[src/design/xfe_pkg.sv]
// package for the exclusive-or execute slice: instruction fields and opcodes
// assumes a 32-bit instruction word with the usual R and I type layouts
package xfe_pkg;
    // ------------------------------------------------------------
    // instruction field positions
    // ------------------------------------------------------------
    localparam int FLD_A_LSB   = 27;
    localparam int FLD_B_LSB   = 22;
    localparam int FLD_C_LSB   = 17;
    localparam int FLD_OPX_LSB = 11;
    localparam int FLD_IMM_LSB = 6;
    localparam int FLD_OP_LSB  = 0;
    localparam int IDX_W       = 5;
    localparam int OPX_W       = 6;
    localparam int OP_W        = 6;
    localparam int IMM_W       = 16;
    localparam int DATA_W      = 32;

    // ------------------------------------------------------------
    // opcode values
    // ------------------------------------------------------------
    localparam logic [OP_W-1:0]  OP_RTYPE = 6'h3a;
    localparam logic [OPX_W-1:0] OPX_XOR  = 6'h1e;
    localparam logic [OP_W-1:0]  OP_XORHI = 6'h3c;
    localparam logic [OP_W-1:0]  OP_XORI  = 6'h1c;
    localparam logic [IMM_W-1:0] HALF_ZERO = 16'h0000;

    // reset values
    localparam logic [DATA_W-1:0] RESULT_RST = 32'h0000_0000;
    localparam logic [IDX_W-1:0]  IDX_RST    = 5'h00;

    typedef enum {XFE_NONE, XFE_REG, XFE_HI, XFE_LO} xfe_form_t;

    // result carried to the register file
    typedef struct packed {
        logic              valid;
        logic [IDX_W-1:0]  dest;
        logic [DATA_W-1:0] value;
    } xfe_wb_t;

    // whole state of the slice
    typedef struct packed {
        xfe_wb_t wb;
    } xfe_state_t;
endpackage

[src/design/xfe_execute.sv]
// exclusive-or execute slice: decodes the three xor forms and writes back a result
// assumes the decoder presents one instruction with its two read operands per cycle
// and that the write-back consumer takes the result in the cycle that valid is high
module xfe_execute
(
    input  wire logic                       sys_clk_in,
    input  wire logic                       rst_in,
    input  wire logic                       issue_in,
    input  wire logic [31:0]                instr_in,
    input  wire logic [xfe_pkg::DATA_W-1:0] first_source_reg_in,
    input  wire logic [xfe_pkg::DATA_W-1:0] second_operand_reg_in,
    output logic [xfe_pkg::IDX_W-1:0]       first_source_idx_out,
    output logic [xfe_pkg::IDX_W-1:0]       second_operand_idx_out,
    output logic                            wb_valid_out,
    output logic [xfe_pkg::IDX_W-1:0]       wb_dest_out,
    output logic [xfe_pkg::DATA_W-1:0]      wb_value_out
);
    // ------------------------------------------------------------
    // field extraction
    // ------------------------------------------------------------
    logic [xfe_pkg::IDX_W-1:0]  fld_a;
    logic [xfe_pkg::IDX_W-1:0]  fld_b;
    logic [xfe_pkg::IDX_W-1:0]  register_form_dest;
    logic [xfe_pkg::OPX_W-1:0]  fld_opx;
    logic [xfe_pkg::OP_W-1:0]   fld_op;
    logic [xfe_pkg::IMM_W-1:0]  sixteen_bit_immediate;
    xfe_pkg::xfe_form_t         form;
    logic [xfe_pkg::DATA_W-1:0] operand_b;
    logic [xfe_pkg::IDX_W-1:0]  dest_sel;
    xfe_pkg::xfe_state_t        state_r;
    xfe_pkg::xfe_state_t        state_nxt;

    // slices of the instruction word
    assign fld_a   = instr_in[xfe_pkg::FLD_A_LSB +: xfe_pkg::IDX_W];
    assign fld_b   = instr_in[xfe_pkg::FLD_B_LSB +: xfe_pkg::IDX_W];
    assign register_form_dest = instr_in[xfe_pkg::FLD_C_LSB +: xfe_pkg::IDX_W];
    assign fld_opx = instr_in[xfe_pkg::FLD_OPX_LSB +: xfe_pkg::OPX_W];
    assign fld_op  = instr_in[xfe_pkg::FLD_OP_LSB +: xfe_pkg::OP_W];
    assign sixteen_bit_immediate = instr_in[xfe_pkg::FLD_IMM_LSB +: xfe_pkg::IMM_W];

    // read ports: fields a and b always, field b used as a source only in register form
    assign first_source_idx_out   = fld_a;
    assign second_operand_idx_out = fld_b;

    // ------------------------------------------------------------
    // decode and operand routing
    // ------------------------------------------------------------
    // pick the form, the second operand and the destination
    always_comb
    begin
        form      = xfe_pkg::XFE_NONE;
        operand_b = xfe_pkg::RESULT_RST;
        dest_sel  = xfe_pkg::IDX_RST;
        if (fld_op == xfe_pkg::OP_RTYPE && fld_opx == xfe_pkg::OPX_XOR)
        begin
            form = xfe_pkg::XFE_REG;
        end
        else if (fld_op == xfe_pkg::OP_XORHI)
        begin
            form = xfe_pkg::XFE_HI;
        end
        else if (fld_op == xfe_pkg::OP_XORI)
        begin
            form = xfe_pkg::XFE_LO;
        end
        case (form)
            xfe_pkg::XFE_REG:
            begin
                operand_b = second_operand_reg_in;
                dest_sel  = register_form_dest;
            end
            xfe_pkg::XFE_HI:
            begin
                operand_b = {sixteen_bit_immediate, xfe_pkg::HALF_ZERO};
                dest_sel  = fld_b;
            end
            xfe_pkg::XFE_LO:
            begin
                operand_b = {xfe_pkg::HALF_ZERO, sixteen_bit_immediate};
                dest_sel  = fld_b;
            end
            default:
            begin
                operand_b = xfe_pkg::RESULT_RST;
                dest_sel  = xfe_pkg::IDX_RST;
            end
        endcase
    end

    // ------------------------------------------------------------
    // single xor unit and write-back register
    // ------------------------------------------------------------
    // next state: hold the last value, raise valid only for a decoded issue
    always_comb
    begin
        state_nxt          = state_r;
        state_nxt.wb.valid = 1'b0;
        if (issue_in && form != xfe_pkg::XFE_NONE)
        begin
            state_nxt.wb.valid = 1'b1;
            state_nxt.wb.dest  = dest_sel;
            state_nxt.wb.value = first_source_reg_in ^ operand_b;
        end
    end

    // state register
    always_ff @(posedge sys_clk_in)
    begin
        if (rst_in)
        begin
            state_r.wb.valid <= 1'b0;
            state_r.wb.dest  <= xfe_pkg::IDX_RST;
            state_r.wb.value <= xfe_pkg::RESULT_RST;
        end
        else
        begin
            state_r <= state_nxt;
        end
    end

    // registered write-back outputs
    assign wb_valid_out = state_r.wb.valid;
    assign wb_dest_out  = state_r.wb.dest;
    assign wb_value_out = state_r.wb.value;

    // ------------------------------------------------------------
    // assertions
    // ------------------------------------------------------------
    // register form returns the xor of both read operands one cycle later
    a_reg_result: assert property (@(posedge sys_clk_in) disable iff (rst_in)
        (issue_in && fld_op == xfe_pkg::OP_RTYPE && fld_opx == xfe_pkg::OPX_XOR)
        |=> wb_valid_out && wb_value_out ==
            ($past(first_source_reg_in) ^ $past(second_operand_reg_in)))
        else $error("register form xor result wrong");

    // high form xors the immediate over the upper half
    a_hi_result: assert property (@(posedge sys_clk_in) disable iff (rst_in)
        (issue_in && fld_op == xfe_pkg::OP_XORHI)
        |=> wb_value_out == ($past(first_source_reg_in) ^ {$past(instr_in[21:6]), 16'h0000}))
        else $error("high form xor result wrong");

    // low form xors the immediate over the lower half
    a_lo_result: assert property (@(posedge sys_clk_in) disable iff (rst_in)
        (issue_in && fld_op == xfe_pkg::OP_XORI)
        |=> wb_value_out == ($past(first_source_reg_in) ^ {16'h0000, $past(instr_in[21:6])}))
        else $error("low form xor result wrong");

    // low form never smears the immediate top bit into the upper half
    a_no_sign_ext: assert property (@(posedge sys_clk_in) disable iff (rst_in)
        (issue_in && fld_op == xfe_pkg::OP_XORI)
        |=> wb_value_out[31:16] == $past(first_source_reg_in[31:16]))
        else $error("low form immediate was extended into upper half");

    // high form leaves the lower half of the source as it was
    a_hi_low_kept: assert property (@(posedge sys_clk_in) disable iff (rst_in)
        (issue_in && fld_op == xfe_pkg::OP_XORHI)
        |=> wb_value_out[15:0] == $past(first_source_reg_in[15:0]))
        else $error("high form disturbed lower half");

    // register form writes the third index field
    a_reg_dest: assert property (@(posedge sys_clk_in) disable iff (rst_in)
        (issue_in && fld_op == xfe_pkg::OP_RTYPE && fld_opx == xfe_pkg::OPX_XOR)
        |=> wb_dest_out == $past(instr_in[21:17]))
        else $error("register form destination wrong");

    // immediate forms write the second index field
    a_imm_dest: assert property (@(posedge sys_clk_in) disable iff (rst_in)
        (issue_in && (fld_op == xfe_pkg::OP_XORHI || fld_op == xfe_pkg::OP_XORI))
        |=> wb_valid_out && wb_dest_out == $past(instr_in[26:22]))
        else $error("immediate form destination wrong");

    // nothing outside the xor group raises a write-back
    a_decode_only: assert property (@(posedge sys_clk_in) disable iff (rst_in)
        !(issue_in && (fld_op == xfe_pkg::OP_XORHI || fld_op == xfe_pkg::OP_XORI
          || (fld_op == xfe_pkg::OP_RTYPE && fld_opx == xfe_pkg::OPX_XOR)))
        |=> !wb_valid_out)
        else $error("write-back raised for an instruction not in the xor group");

    // high form xors the immediate untouched into the upper half of the source
    a_hi_upper_half: assert property (@(posedge sys_clk_in) disable iff (rst_in)
        (issue_in && fld_op == xfe_pkg::OP_XORHI)
        |=> wb_value_out[31:16] == ($past(first_source_reg_in[31:16]) ^ $past(instr_in[21:6])))
        else $error("high form upper half wrong");

    // ------------------------------------------------------------
    // hold, reset and read-port assertions
    // ------------------------------------------------------------
    // an ignored cycle leaves the held destination and result untouched
    a_refused_hold: assert property (@(posedge sys_clk_in) disable iff (rst_in)
        !(issue_in && (fld_op == xfe_pkg::OP_XORHI || fld_op == xfe_pkg::OP_XORI
          || (fld_op == xfe_pkg::OP_RTYPE && fld_opx == xfe_pkg::OPX_XOR)))
        |=> $stable(wb_dest_out) && $stable(wb_value_out))
        else $error("held write-back changed without a decoded issue");

    // reset clears the write-back port so no stale result is offered
    a_reset_clear: assert property (@(posedge sys_clk_in)
        rst_in |=> !wb_valid_out && wb_dest_out == xfe_pkg::IDX_RST
                   && wb_value_out == xfe_pkg::RESULT_RST)
        else $error("write-back not cleared by reset");

    // read indices follow fields a and b of the presented word in the same cycle
    a_idx_fields: assert property (@(posedge sys_clk_in) disable iff (rst_in)
        first_source_idx_out == instr_in[31:27] && second_operand_idx_out == instr_in[26:22])
        else $error("register read index wrong");

    // ------------------------------------------------------------
    // cover points
    // ------------------------------------------------------------
    // each form, a set immediate top bit and a run of results
    c_reg_form: cover property (@(posedge sys_clk_in) disable iff (rst_in)
        issue_in && form == xfe_pkg::XFE_REG ##1 wb_valid_out);
    c_hi_form: cover property (@(posedge sys_clk_in) disable iff (rst_in)
        issue_in && form == xfe_pkg::XFE_HI ##1 wb_valid_out);
    c_lo_form: cover property (@(posedge sys_clk_in) disable iff (rst_in)
        issue_in && form == xfe_pkg::XFE_LO ##1 wb_valid_out);
    c_back_to_back: cover property (@(posedge sys_clk_in) disable iff (rst_in)
        wb_valid_out [*3]);
    c_lo_top_imm_bit: cover property (@(posedge sys_clk_in) disable iff (rst_in)
        issue_in && form == xfe_pkg::XFE_LO && sixteen_bit_immediate[15] ##1 wb_valid_out);
endmodule

[config.mk]
export PLATFORM = sky130hd
export DESIGN_NAME = xfe_execute
export DESIGN_NICKNAME = d
export VERILOG_FILES = /design/src/design/xfe_pkg.sv /design/src/design/xfe_execute.sv
export SDC_FILE = /design/constraint.sdc
export NUM_CORES = 1
export LEC_CHECK = 0
export ABC_AREA = 1
export ABC_CLOCK_PERIOD_IN_PS = 1710
export BUFFER_PORTS_ARGS = -buffer_cell sky130_fd_sc_hd__buf_2
export CORE_ASPECT_RATIO = 1.75
export CORE_MARGIN = 1.5
export CORE_UTILIZATION = 35
export DETAILED_ROUTE_END_ITERATION = 12
export HOLD_SLACK_MARGIN = 0.08
export PLACE_DENSITY = 0.73
export SYNTH_ARGS = -nofsm -noshare
export SYNTH_HDL_FRONTEND = slang
export SYNTH_SLANG_ARGS = --single-unit
[constraint.sdc]
create_clock -name sys_clk_in -period 1.71 [get_ports sys_clk_in]
set_clock_uncertainty 0.1 [all_clocks]
set_input_delay 0.171 -clock sys_clk_in [delete_from_list [all_inputs] [get_ports sys_clk_in]]
set_output_delay 0.171 -clock sys_clk_in [all_outputs]
set_load 0.05 [all_outputs]
==> flow_metrics.env <==
export IMPL_required_ps=1830
export IMPL_r2r_start="wb_value_out[28]"
export IMPL_rr_worst_depth=2
export IMPL_insertion_delay_ps=280
export IMPL_hold_buffers=0
export IMPL_r2r_end="wb_value_out[28]"
export IMPL_vias_per_cell=5.07
export IMPL_die_width_um=65.6
export IMPL_crit_slowest_cell="a21oi_4"
export IMPL_place_congestion=0.858
export IMPL_rrSetupSlack_ps=950
export IMPL_fp_dieH_um=113
export IMPL_crit_path_end="wb_value_out[16]"
export IMPL_dr_max_layer_used="met4"
export IMPL_crit_top_cell="nand2_1"
export IMPL_grt_setup_unrepaired="no"
export IMPL_cts_htree_levels=2
export IMPL_final_util=0.498
export IMPL_cts_tree="done"
export IMPL_drtPass1Iterations=4
export IMPL_ios=147
export IMPL_finalHoldViolations=0
export IMPL_fin_crit_sh=0.794
export IMPL_synth_seq_area_share=0.317
export IMPL_critPathKind="in2reg"
export IMPL_diodes=0
export IMPL_pre_cts_ws_ps=66.4
export IMPL_slew_viol_final=0
export IMPL_path_cells="buf_2 -> inv_1 -> nand2_1 -> nor2_2 -> nand3_1 -> a21oi_4 -> buf_12 -> nand2_1 -> nand2_1 -> nand2_1 -> inv_1"
export IMPL_antenna_found_initial=0
export IMPL_drc=0
export IMPL_rows=39
export IMPL_crit_path_end_kind="flip-flop"
export IMPL_postSynthCellCount=399
export IMPL_grt_max_degree=30
export IMPL_clkSinkCount=38
export IMPL_crit_path_start="instr_in[11]"
export IMPL_numCtsBuffers=5
export IMPL_grt_pass1_wl_um=12900
export IMPL_drt_iter0_drc=138
export IMPL_synth_warnings=0
export IMPL_slowest_delay_ps=250
export IMPL_maxCapViolCount=0
export IMPL_coreArea_sq_mm=0.00659
export IMPL_dp_hpwl_um=6130
export IMPL_syn_to_final_growth_pct=36.9
export IMPL_wl_met1_um=3100
export IMPL_finalNetCount=625
export IMPL_critical_path_max_fanout=29
export IMPL_setup_slack_ps=352
export IMPL_wl_met3_um=382
export IMPL_vdd_ir_drop_worst_mv=0.391
export IMPL_clk_pin_slew_ps=60
export IMPL_period_needed_ps=1360
export IMPL_syn_avg_cell_area_sq_um=6.01
export IMPL_num_vias=3085
export IMPL_initial_core_util=0.364
export IMPL_avgRoutedWirePerCell_um=12.8
export IMPL_startpoint_type="input port"
export IMPL_drive_above_1_share=0.309
export IMPL_status="finished, final reports clean"
export IMPL_wl_met2_um=4110
export IMPL_grt_pass1_vias=2885
export IMPL_synthesis_nets=498
export IMPL_die_area_sq_mm=0.00738
export IMPL_cts_root_buffer="clkbuf_16"
export IMPL_synth_cell_types=15
export IMPL_grt_ovfl_total=0
export IMPL_power_density_mw_per_mm2=660
export IMPL_layout_common_cells="136 x buf_2, 97 x nand2_1, 74 x nor2_1"
export IMPL_finalSetupTns_ps=0
export IMPL_post_cts_resized=0
export IMPL_final_common_cell="buf_2"
export IMPL_arrival_ps=1480
export IMPL_timing_max_slew_rel_slack=0.820
export IMPL_routed_wl_um=7800
export IMPL_port_buffers=136
export IMPL_max_freq_mhz=736
export IMPL_min_path_type="in2reg"
export IMPL_worstMarginPinSlew_ps=269
export IMPL_finalSetupViolCount=0
export IMPL_gr_usage_all_layers=0.216
export IMPL_power_w=0.00217
export IMPL_holdWs_ps=87.5
export IMPL_yosys_register_bits=38
export IMPL_final_antenna_net_count=0
export IMPL_synth_area_sq_mm=0.00240
export IMPL_p_leak_nw=1.72
export IMPL_cts_path_max_buffers=2
export IMPL_cts_setup_buffers=0
flip-flops by register name (all words and copies together) (netlist names):
| signal | cells |
|---|---|
| wb_value_out | 32 |
| wb_valid_out | 1 |
| wb_dest_out | 5 |
critical path: cells and delay by family:
family | cells | cell delay (ps)
buffers and inverters | 4 | 460
AND/OR/NAND/NOR | 6 | 600
AO/OA/AOI/OAI | 1 | 250
where the power goes:
group          switching, W  leakage, nW  total, W  internal [W]
Sequential       0.00000554        0.307  0.000902      0.000897
Combinational      0.000194         1.34  0.000323      0.000129
Clock              0.000364       0.0729  0.000941      0.000577
Total              0.000564         1.72   0.00217       0.00160
per-stage QoR:
stage | area [sq um] | std cells
after floorplan | 2400 | 399
after global placement | 3130 | 601
after detailed placement | 3130 | 601
after CTS | 3280 | 609
after global routing | 3280 | 609
final | 3280 | 609
cells in the mapped netlist:
| master | n | share of area |
|---|---|---|
| nand2_1 | 97 | 0.15 |
| nor2_1 | 75 | 0.12 |
| nand3_1 | 70 | 0.15 |
| dfxtp_1 | 38 | 0.32 |
| o21ai_0 | 35 | 0.073 |
| a21oi_1 | 30 | 0.063 |
| inv_1 | 17 | 0.027 |
| buf_4 | 14 | 0.044 |
| buf_2 | 9 | 0.019 |
| clkbuf_1 | 4 | 0.0063 |
| nand4_1 | 3 | 0.0078 |
| nor2_2 | 3 | 0.0078 |
| buf_6 | 2 | 0.0094 |
| a21oi_4 | 1 | 0.0068 |
| nor2_4 | 1 | 0.0047 |
layout make-up:
cell class | count | area, sq um
clock buffer | 6 | 139
inverter | 17 | 63.8
fill | 711 | 3300
multi-input combinational | 315 | 1390
sequential | 38 | 761
clock inverter | 2 | 12.5
timing repair buffer | 149 | 816
tap | 82 | 103
per-layer routing:
layer,global-route usage,vias to the layer above
met2,0.390,101
met3,0.0311,19
met4,0.0861,0
met1,0.248,1412
li1,-,1553
met5,0,-
cells by family (layout without fill, tap and decap cells):
family                 after synthesis  in the layout  synth area share
AO/OA/AOI/OAI                       66             66             0.142
flip-flops                          38             38             0.317
AND/OR/NAND/NOR                    249            249             0.436
buffers and inverters               46            174             0.105
worst min-delay path by stage:
stage               cells past startpoint                    start                       to  slack, ps
global route                            4  first_source_reg_in[15]         wb_value_out[15]        100
floorplan                               3   first_source_reg_in[2]          wb_value_out[2]        260
global placement                        0             instr_in[31]  first_source_idx_out[4]        240
finish                                  4  first_source_reg_in[27]         wb_value_out[27]         90
CTS                                     4  first_source_reg_in[15]         wb_value_out[15]         80
detailed placement                      0             instr_in[31]  first_source_idx_out[4]        240
Note: power is estimated with default switching activity, not from simulation.
